$ cat config.mk
export PLATFORM = sky130hd
export DESIGN_NAME = pcs_top
export DESIGN_NICKNAME = d
export VERILOG_FILES = /design/src/pcs_pkg.sv /design/src/pcs_top.sv
export VERILOG_INCLUDE_DIRS = /design/src /design/src/src
export SDC_FILE = /design/constraint.sdc
export NUM_CORES = 1
export LEC_CHECK = 0
export ABC_AREA = 0
export BUFFER_PORTS_ARGS = -buffer_cell sky130_fd_sc_hd__clkbuf_2
export CORE_UTILIZATION = 45
export CTS_CLUSTER_DIAMETER = 60
export DETAILED_ROUTE_END_ITERATION = 6
export HOLD_SLACK_MARGIN = 0.05
export PLACE_DENSITY = 0.68
export SYNTH_ARGS = -nofsm -noshare
export SYNTH_HDL_FRONTEND = slang
export SYNTH_SLANG_ARGS = --single-unit
$ cat constraint.sdc
create_clock -name clk -period 2.94 [get_ports clk]
set_input_delay 0.147 -clock clk [delete_from_list [all_inputs] [get_ports clk]]
set_output_delay 0.147 -clock clk [all_outputs]
set_load 0.02 [all_outputs]
$ cat src/pcs_map.svh
// Register offsets, field positions and reset values of the clock control block
`ifndef PCS_MAP_SVH
`define PCS_MAP_SVH

// ****************************************
// Register offsets (byte addresses)
// ****************************************
`define PCS_OFF_PCK0 8'h00
`define PCS_OFF_PCK1 8'h04
`define PCS_OFF_IER 8'h08
`define PCS_OFF_IDR 8'h0C
`define PCS_OFF_SR 8'h10
`define PCS_OFF_IMR 8'h14
`define PCS_OFF_ICPR 8'h18
`define PCS_OFF_PLLA 8'h1C
`define PCS_OFF_EVT 8'h20

// ****************************************
// Programmable clock fields
// ****************************************
`define PCS_CSS_LSB 0
`define PCS_CSS_MSB 1
`define PCS_PRESCALE_SELECT_LSB 2
`define PCS_PRESCALE_SELECT_MSB 4
`define PCS_PCK_CFG_RST 5'h00
`define PCS_PRESCALE_SELECT_RESERVED 3'h7
`define PCS_CSS_SLOW 2'h0
`define PCS_CSS_MAIN 2'h1
`define PCS_CSS_PLLA 2'h2
`define PCS_CSS_PLLB 2'h3

// ****************************************
// Status, enable, disable, mask layout
// ****************************************
`define PCS_BIT_MAIN_OSC_STABLE 0
`define PCS_BIT_PLL_A_LOCKED 1
`define PCS_BIT_PLL_B_LOCKED 2
`define PCS_BIT_MASTER_CLOCK_READY 3
`define PCS_BIT_OSCSEL 7
`define PCS_BIT_PROG_CLOCK_READY_0 8
`define PCS_IRQ_BITS 32'h0000030F
`define PCS_MASK_RST 32'h0000030F

// ****************************************
// Charge pump and PLL A wait fields
// ****************************************
`define PCS_BIT_ICPA 0
`define PCS_BIT_ICPB 16
`define PCS_ICP_RST 1'b0
`define PCS_WAIT_LSB 8
`define PCS_WAIT_MSB 13
`define PCS_WAIT_RST 6'h00

`endif

$ cat src/pcs_pkg.sv
// Types shared by the clock control block
package pcs_pkg;
    typedef enum logic [1:0] {
        PCS_HALT,
        PCS_START,
        PCS_RUN
    } pcs_pck_state_e;

    typedef logic [4:0] pcs_pck_cfg_t;
endpackage

$ cat src/pcs_top.sv
// Programmable clocks, status, interrupt mask and charge pump registers
// Operation
// - Each programmable clock picks slow, main, PLL A or PLL B clock by a two-bit source select.
// - Each programmable clock divides its source by 1 to 64 in powers of two, code 111 reserved.
// - Writing the enable command register clears the disable state of every source written as one.
// - Writing the disable command register sets the disable state of every source written as one.
// - The mask register reads zero for an enabled and one for a disabled interrupt.
// - Enable, disable, mask and status share bits 0, 1, 2, 3, 8 and 9 for the six sources.
// - The main oscillator status bit reads one once the oscillator is stable.
// - The PLL A lock bit reads one while PLL A is locked.
// - The PLL B lock bit reads one while PLL B is locked.
// - The master clock ready bit reads one while the master clock is ready.
// - Status bit 7 reads zero for the internal RC and one for the external crystal slow oscillator.
// - Each programmable clock ready bit reads one while that output is ready.
// - After PLL A setup is written, its lock bit rises only after the programmed slow clock cycles.
//
// The plain strobed port and the placing of the registers were decided locally.
`timescale 1ns/1ps

`include "pcs_map.svh"

module pcs_top
    import pcs_pkg::*;
#(
    parameter int NUM_PCK = 2
) (
    // Clock and reset
    input wire logic clk,
    input wire logic rst,
    // Register port
    input wire logic [7:0] addr,
    input wire logic [31:0] wdata,
    input wire logic wr,
    input wire logic rd,
    output logic [31:0] rdata,
    // Clock sources, sampled on clk
    input wire logic slow_clk,
    input wire logic main_clk,
    input wire logic pll_a_clk,
    input wire logic pll_b_clk,
    // Oscillator and clock state
    input wire logic main_osc_stable,
    input wire logic pll_b_locked,
    input wire logic master_clock_ready,
    input wire logic slow_osc_choice,
    // Outputs
    output logic [NUM_PCK-1:0] prog_clk,
    output logic pll_a_pump_current,
    output logic pll_b_pump_current,
    output logic irq
);

    // ****************************************
    // Decode helpers
    // ****************************************
    function automatic logic pick_src(input logic [1:0] source_select, input logic [3:0] srcs);
        pick_src = srcs[source_select];
    endfunction

    function automatic logic [5:0] half_minus_one(input logic [2:0] prescale_select);
        half_minus_one = 6'((7'h01 << (prescale_select - 3'h1)) - 7'h01);
    endfunction

    // ****************************************
    // Address decode
    // ****************************************
    wire logic sel_ier = wr && (addr == `PCS_OFF_IER);
    wire logic sel_idr = wr && (addr == `PCS_OFF_IDR);
    wire logic sel_icpr = wr && (addr == `PCS_OFF_ICPR);
    wire logic sel_plla = wr && (addr == `PCS_OFF_PLLA);
    wire logic sel_evt = wr && (addr == `PCS_OFF_EVT);

    // ****************************************
    // Source sampling and slow clock edge
    // ****************************************
    logic [3:0] src_prev;
    wire logic [3:0] src_now = {pll_b_clk, pll_a_clk, main_clk, slow_clk};
    wire logic [3:0] src_rise = src_now & ~src_prev;

    always_ff @(posedge clk) begin
        if (rst) begin
            src_prev <= 4'h0;
        end else begin
            src_prev <= src_now;
        end
    end

    // ****************************************
    // Programmable clocks
    // ****************************************
    pcs_pck_cfg_t pck_cfg [NUM_PCK];
    pcs_pck_state_e pck_state [NUM_PCK];
    logic [5:0] pck_cnt [NUM_PCK];
    logic [NUM_PCK-1:0] pck_ready;

    genvar g;
    generate
        for (g = 0; g < NUM_PCK; g++) begin : g_pck
            wire logic sel_cfg = wr && (addr == 8'(`PCS_OFF_PCK0 + 4 * g));
            wire logic [1:0] source_select = pck_cfg[g][`PCS_CSS_MSB:`PCS_CSS_LSB];
            wire logic [2:0] prescale_select = pck_cfg[g][`PCS_PRESCALE_SELECT_MSB:`PCS_PRESCALE_SELECT_LSB];
            wire logic src_lvl = pick_src(source_select, src_now);
            wire logic src_edge = pick_src(source_select, src_rise);
            wire logic cnt_done = (pck_cnt[g] == half_minus_one(prescale_select));

            always_ff @(posedge clk) begin
                if (rst) begin
                    pck_cfg[g] <= `PCS_PCK_CFG_RST;
                end else if (sel_cfg) begin
                    pck_cfg[g] <= wdata[`PCS_PRESCALE_SELECT_MSB:`PCS_CSS_LSB];
                end
            end

            always_ff @(posedge clk) begin
                if (rst) begin
                    pck_state[g] <= PCS_START;
                    pck_cnt[g] <= 6'h00;
                    prog_clk[g] <= 1'b0;
                end else if (sel_cfg) begin
                    pck_state[g] <= (wdata[`PCS_PRESCALE_SELECT_MSB:`PCS_PRESCALE_SELECT_LSB] == `PCS_PRESCALE_SELECT_RESERVED) ?
                        PCS_HALT : PCS_START;
                    pck_cnt[g] <= 6'h00;
                    prog_clk[g] <= 1'b0;
                end else begin
                    case (pck_state[g])
                        PCS_HALT: begin
                            prog_clk[g] <= 1'b0;
                        end
                        PCS_START, PCS_RUN: begin
                            if (src_edge) begin
                                pck_state[g] <= PCS_RUN;
                            end
                            if (prescale_select == 3'h0) begin
                                prog_clk[g] <= src_lvl;
                            end else if (src_edge) begin
                                pck_cnt[g] <= cnt_done ? 6'h00 : pck_cnt[g] + 6'h01;
                                prog_clk[g] <= cnt_done ? ~prog_clk[g] : prog_clk[g];
                            end
                        end
                        default: begin
                            pck_state[g] <= PCS_HALT;
                        end
                    endcase
                end
            end

            assign pck_ready[g] = (pck_state[g] == PCS_RUN);
        end
    endgenerate

    // ****************************************
    // PLL A lock wait
    // ****************************************
    logic [5:0] pll_a_lock_wait;
    logic [5:0] pll_a_cnt;
    logic pll_a_locked;

    always_ff @(posedge clk) begin
        if (rst) begin
            pll_a_lock_wait <= `PCS_WAIT_RST;
            pll_a_cnt <= 6'h00;
            pll_a_locked <= 1'b0;
        end else if (sel_plla) begin
            pll_a_lock_wait <= wdata[`PCS_WAIT_MSB:`PCS_WAIT_LSB];
            pll_a_cnt <= 6'h00;
            pll_a_locked <= 1'b0;
        end else if (!pll_a_locked) begin
            if (pll_a_cnt == pll_a_lock_wait) begin
                pll_a_locked <= 1'b1;
            end else if (src_rise[`PCS_CSS_SLOW]) begin
                pll_a_cnt <= pll_a_cnt + 6'h01;
            end
        end
    end

    // ****************************************
    // Status vector
    // ****************************************
    logic [31:0] status;

    always_comb begin
        status = 32'h00000000;
        status[`PCS_BIT_MAIN_OSC_STABLE] = main_osc_stable;
        status[`PCS_BIT_PLL_A_LOCKED] = pll_a_locked;
        status[`PCS_BIT_PLL_B_LOCKED] = pll_b_locked;
        status[`PCS_BIT_MASTER_CLOCK_READY] = master_clock_ready;
        status[`PCS_BIT_OSCSEL] = slow_osc_choice;
        status[`PCS_BIT_PROG_CLOCK_READY_0 +: NUM_PCK] = pck_ready;
    end

    // ****************************************
    // Interrupt mask, events and output
    // ****************************************
    logic [31:0] irq_disabled;
    logic [31:0] irq_event;
    wire logic [31:0] irq_bits = `PCS_IRQ_BITS;
    wire logic [31:0] next_event = ((irq_event & ~(sel_evt ? wdata : 32'h00000000)) | status) & irq_bits;
    wire logic next_irq = |(next_event & ~irq_disabled);

    always_ff @(posedge clk) begin
        if (rst) begin
            irq_disabled <= `PCS_MASK_RST;
        end else if (sel_ier) begin
            irq_disabled <= irq_disabled & ~(wdata & irq_bits);
        end else if (sel_idr) begin
            irq_disabled <= irq_disabled | (wdata & irq_bits);
        end
    end

    always_ff @(posedge clk) begin
        if (rst) begin
            irq_event <= 32'h00000000;
            irq <= 1'b0;
        end else begin
            irq_event <= next_event;
            irq <= next_irq;
        end
    end

    // ****************************************
    // Charge pump current
    // ****************************************
    always_ff @(posedge clk) begin
        if (rst) begin
            pll_a_pump_current <= `PCS_ICP_RST;
            pll_b_pump_current <= `PCS_ICP_RST;
        end else if (sel_icpr) begin
            pll_a_pump_current <= wdata[`PCS_BIT_ICPA];
            pll_b_pump_current <= wdata[`PCS_BIT_ICPB];
        end
    end

    // ****************************************
    // Read data
    // ****************************************
    logic [31:0] rd_mux;

    always_comb begin
        rd_mux = 32'h00000000;
        case (addr)
            `PCS_OFF_PCK0: rd_mux = {27'h0, pck_cfg[0]};
            `PCS_OFF_PCK1: rd_mux = {27'h0, pck_cfg[NUM_PCK-1]};
            `PCS_OFF_SR: rd_mux = status;
            `PCS_OFF_IMR: rd_mux = irq_disabled;
            `PCS_OFF_PLLA: rd_mux = {18'h0, pll_a_lock_wait, 8'h00};
            `PCS_OFF_EVT: rd_mux = irq_event;
            default: rd_mux = 32'h00000000;
        endcase
    end

    always_ff @(posedge clk) begin
        if (rst) begin
            rdata <= 32'h00000000;
        end else begin
            rdata <= rd ? rd_mux : 32'h00000000;
        end
    end

endmodule // pcs_top

# ---- After elaboration in Yosys (flattened, before gate mapping)
# Memory sizes are Yosys's and may differ from the RTL's.
# Index checks and enable logic that the tools add are counted.
dict set report word_totals {
  regBits 92
  ramBits 26
  output_inout_bits 37
  memories 3
}
dict set report classes {
  add_sub_neg 7
  magnitude_cmp 2
  eq_ne 20
  shifts 2
  mux 73
  bitwise 27
  n_reduce_logical 27
}
# name words width read_ports rd_clocked_by_memory_dff write_ports line_no
set mem_list {}
lappend mem_list {pck_cnt 2 6 2 0 2 pcs_top.sv:93} ;# logic [5:0] pck_cnt [NUM_PCK];
lappend mem_list {pck_cfg 2 5 2 0 2 pcs_top.sv:91} ;# pcs_pck_cfg_t pck_cfg [NUM_PCK];
lappend mem_list {pck_state 2 2 2 0 2 pcs_top.sv:92} ;# pcs_pck_state_e pck_state [NUM_PCK];
# op n
set ops {}
lappend ops {{32-bit one-hot mux with 6 select lines} 1}
lappend ops {{32-bit 2-to-1 mux} 2}
lappend ops {{1-bit 2-to-1 mux} 49}
lappend ops {{6-bit 2-to-1 mux} 6}
lappend ops {{10-bit by 32-bit AND with 32-bit output} 1}
lappend ops {{32-bit AND} 1}
lappend ops {{8-bit by 5-bit == test with 1-bit output, second input constant} 4}
lappend ops {{10-bit NOT with 32-bit output} 1}
lappend ops {{32-bit NOT} 1}
lappend ops {{32-bit by 10-bit bitwise OR with 32-bit output} 1}
lappend ops {{32-bit OR reduction} 1}
lappend ops {{6-bit by 1-bit adder with 6-bit output, second input constant} 3}
lappend ops {{6-bit == test} 3}
lappend ops {{8-bit by 4-bit == test with 1-bit output, second input constant} 2}
lappend ops {{2-bit 2-to-1 mux} 6}
lappend ops {{3-bit != test, second input constant} 4}
lappend ops {{1-bit bitwise OR} 12}
lappend ops {{2-bit OR reduction} 6}
lappend ops {{1-bit by 3-bit << shifter with 6-bit output, first input constant} 2}
lappend ops {{6-bit by 1-bit subtractor with 6-bit output, second input constant} 2}
lappend ops {{10-bit AND} 1}
lappend ops {{10-bit 2-to-1 mux} 1}
lappend ops {{5-bit 2-to-1 mux} 2}
lappend ops {{10-bit NOT} 1}
lappend ops {{other kinds (20)} 45}

# ---- Depth between registers and ports, before layout
dict set report depth {
  word_depth 11
  mapped_depth 10
}

# ---- Least setup slack after synthesis
# Ideal clock, no wire load.
dict set report synth_timing {
  path_kind {reg-to-reg}
  startpoint {memory pck_cfg[1][4] (netlist bit)}
  endpoint {memory pck_cnt[1][2] (data pin)}
  setup_time_ps 267
  t_arrival_ps 2280
  required_ps 2673
  slack_ps 394
  path_stages_with_launch 10
  n_path_buf 1
  synth_period_minus_slack_ps 2546
  path_cell_list {edfxtp_1 > buf_4 > inv_1 > ha_1 > and4b_1 > a211oi_1 > xor2_1 > or4_1 > o21ai_1 > nor2_1}
}
# element line_no
set synth_lines {}
lappend synth_lines {{start: declaration} pcs_top.sv:91}
lappend synth_lines {{end: declaration} pcs_top.sv:93}

==> metrics.log <==
INFO  metric status = complete, no violations
INFO  metric dp.final_hpwl = 5983 um
INFO  metric rows = 33
INFO  metric nNetsFinal = about 550
INFO  metric numCtsBuffers = 9
INFO  metric timing.setup.tns = 0 ns
INFO  metric synth.area.top_cells = dfxtp_1 24%, edfxtp_1 20%, nor2_1 4.6%
INFO  metric synthDistinctLibCells = 57
INFO  metric grtUsageTotal = 20.05%
INFO  metric design.die.area = 9000 um^2
INFO  metric detail_route.iter0.violations = 148
INFO  metric finalHoldViolations = 0
INFO  metric cts_htree_levels = 3
INFO  metric num_antenna_cells = 0
INFO  metric cp_slowest_cell = or4_1
INFO  metric synthesis.area = between 3000 and 4000 um^2
INFO  metric rsz0062_at_grt = no
INFO  metric via_count_of_the_first_global_routing_pass = 2,947
INFO  metric share_of_synthesized_area_occupied_by_flip_flops_and_latches = 43.84%
INFO  metric ctsLongestPathBuffers = 2
INFO  metric yosysWarnings = 0
INFO  metric final_util = 54.03%
INFO  metric cts.sink_count = slightly above 70
INFO  metric post_cts.repair.setup_buffers = 0
INFO  metric wl = between 8000 and 9000 um
INFO  metric period_share = 90.58%
INFO  metric grt_pass1_wl = 13,830 um
INFO  metric worst_setup_path_start_kind = register
INFO  metric tritoncts_clock_tree = done
INFO  metric p_leak = 0.001810 uW
INFO  metric critPathArrivalTime = 2.76 ns
INFO  metric setup_viol_count_final = 0
INFO  metric syn2layout_area_growth = 15.54%
INFO  metric grt.overflow.total = 0
INFO  metric cp.required = 3.04 ns
INFO  metric detailedRoute.firstPassIterationCount = 4
INFO  metric portBuffers = between 40 and 50
INFO  metric place_congestion = 0.7948
INFO  metric finalWorstPathRequiredPeriod = 2.663 ns
INFO  metric count_of_boundary_i_o_pins = 89
INFO  metric finish.instance_area = 4484 um^2
INFO  metric hold_class = primary input to register
INFO  metric crit_path_max_fanout = 6
INFO  metric postPlaceCellArea = 4164 um^2
INFO  metric final.setup.worst_slack = between 0.2 and 0.3 ns
INFO  metric report.final.slew_viol_count = 0
INFO  metric place_worst_setup_slack = 0.2419 ns
INFO  metric timing.slew.headroom = 46.27%
INFO  metric max_slew.worst_pin.slew = about 0.8 ns
INFO  metric most-common-layout-cells = 48 x nor2_1, 48 x clkbuf_2, 46 x dfxtp_1, 35 x nand2_1
INFO  metric irDropWorstVdd = 0.0002542 V
INFO  metric powerDensity = 513.8 nW/um^2
INFO  metric postSynthAreaPerCell = ~9.3 um^2
INFO  metric postSynthRegisterBits = about 70
INFO  metric clock_tree.root_cell = clkbuf_8
INFO  metric routed-via-count = 3,115
INFO  metric setup.worst_path.class = register to register
INFO  metric timing.critical_path.slowest_cell_delay = 0.59 ns
INFO  metric async_sr_flop_fraction = 0%
INFO  metric timing.max_cap.violations = 0
INFO  metric worstSetupEndpointType = register
INFO  metric path_cells = inv_1 > ha_1 > and4b_1 > a211oi_1 > xor2_1 > or4_1 > o21ai_1 > nor2_1
INFO  metric fill_cells = 770
INFO  metric drt-wirelength-per-cell = between 10 and 15 um
INFO  metric number_of_flops_mapped_to_enable_cells_by_yosys = 26
INFO  metric totalPowerFinal = 2304 uW
INFO  metric synth_largest_type_area_fraction = 23.73%
INFO  metric fmaxAchievable = ~0.38 GHz
INFO  metric postSynth.topFlopCell = dfxtp_1
INFO  metric worst_setup_hold_path_clk_slew = 0.08 ns
INFO  metric fin_skew = 0.01467 ns
INFO  metric layout-drive-gt1-share = between 10% and 20%
INFO  metric synth.largest_area_cell = dfxtp_1
INFO  metric drt_drc_violations_left = 0
INFO  metric postRouteAntennaNets = 0
INFO  metric maximum_number_of_pins_on_one_net_before_global_route_repair = 22
INFO  metric core = 8299 um^2
INFO  metric number_of_antenna_violations_at_the_first_check_in_global_routing = 0
INFO  metric post_synth_inst_count = 417
INFO  metric die_height = 94.87 um
INFO  metric die_span_x = 94.87 um
INFO  metric initial_standard_cell_utilization_of_the_core = 46.77%
INFO  metric viasPerCell = 5.262
INFO  metric clock_insertion_delay_worst_skew = 0.35 ns
-- cell families (layout without fill, tap and decap cells) --
| logic type | Yosys count | count (layout) | synth area share, % |
|---|---|---|---|
| multiplexers | 7 | 7 | 3.095 |
| buffers and inverters | 46 | 97 | 6.931 |
| AO/OA/AOI/OAI | 75 | 75 | 12.57 |
| adder cells (fa/ha/maj) | 12 | 12 | 3.868 |
| AND/OR/NAND/NOR | 178 | 178 | 23.73 |
| flip-flops | 72 | 72 | 43.84 |
| XOR/XNOR | 26 | 26 | 5.867 |
| other | 1 | 20 | 0.09662 |
-- worst paths after layout --
path | slack (ns) | from | endpoint | cells after the start
max | 0.28 | pck_cfg[1][4] | pck_cnt[1][4] | 8
min | 0.07 | wdata[9] | pll_a_lock_wait[1] | 3
max reg2reg | 0.28 | pck_cfg[1][4] | pck_cnt[1][4] | 8
min reg2reg | 0.49 | pll_a_lock_wait[2] | pll_a_lock_wait[2] | 2
-- cell usage after synthesis (all sizes together), types with 8 or more instances --
library cell / n
nand3: 26
ha: 12
xnor2: 10
nand2: 35
and2: 16
inv: 12
nor2: 48
a22oi: 9
nor3: 9
buf: 25
nor2b: 10
o21ai: 12
edfxtp: 26
xor2: 16
dfxtp: 46
a21oi: 25
clkbuf: 8
-- per-layer routing --
| layer | wire, um | global-route usage [%] | vias up |
|---|---|---|---|
| met4 | 104 | 6.692 | 0 |
| met3 | 415 | 5.072 | 10 |
| li1 | - | - | 1582 |
| met5 | 0 | 0 | - |
| met2 | 4100 | 34.77 | 70 |
| met1 | 3476 | 24.05 | 1453 |
-- worst max-delay path: cells and delay by family (launching register included) --
| kind | cells | cell delay, ns |
|---|---|---|
| AO/OA/AOI/OAI | 2 | 0.67 |
| XOR/XNOR | 1 | 0.09 |
| adder cells (fa/ha/maj) | 1 | 0.26 |
| buffers and inverters | 1 | 0.13 |
| flip-flops | 1 | 0.38 |
| AND/OR/NAND/NOR | 3 | 0.88 |
-- area by class of cell --
class                   instances  area (um^2)  area share, %
multi-input cells             318         1982          44.20
flip-flops and latches         72         1702          37.95
repair buffers                 68        420.4          9.375
well taps                     105        131.4          2.930
clock buffers                   9        123.9          2.762
clock inverters                 7        76.32          1.702
inverters                      13        48.80          1.088
-- through the flow --
stage,cells,hold WS [ns]
finish,592,0.07039
global route,592,0.08608
CTS,592,0.05699
detailed placement,564,0.3845
global placement,564,0.3728
floorplan,436,0.2626
-- where the power goes --
| part | internal (uW) | switching [uW] | total, uW |
|---|---|---|---|
| combinational | 143 | 199 | 341 |
| sequential | 1100 | 59.3 | 1160 |
| clock | 401 | 401 | 803 |
| total | 1640 | 659 | 2300 |
-- flip-flops by register name (all words and copies together) (netlist names), named ones only --
name / flops
pll_a_pump_current: 1
pll_a_lock_wait: 6
prog_clk: 2
pll_a_locked: 1
pll_a_cnt: 6
pll_b_pump_current: 1
rdata: 12
irq_event: 6
src_prev: 4
pck_state: 4
irq: 1
pck_cnt: 12
pck_cfg: 10
-- what timing repair did --
item | in CTS | in global routing
gates resized for setup | 0 | 0
hold buffers | 12 | 0
endpoints found under the hold margin | 12 | 0
Note: power is estimated with default switching activity, not from simulation.
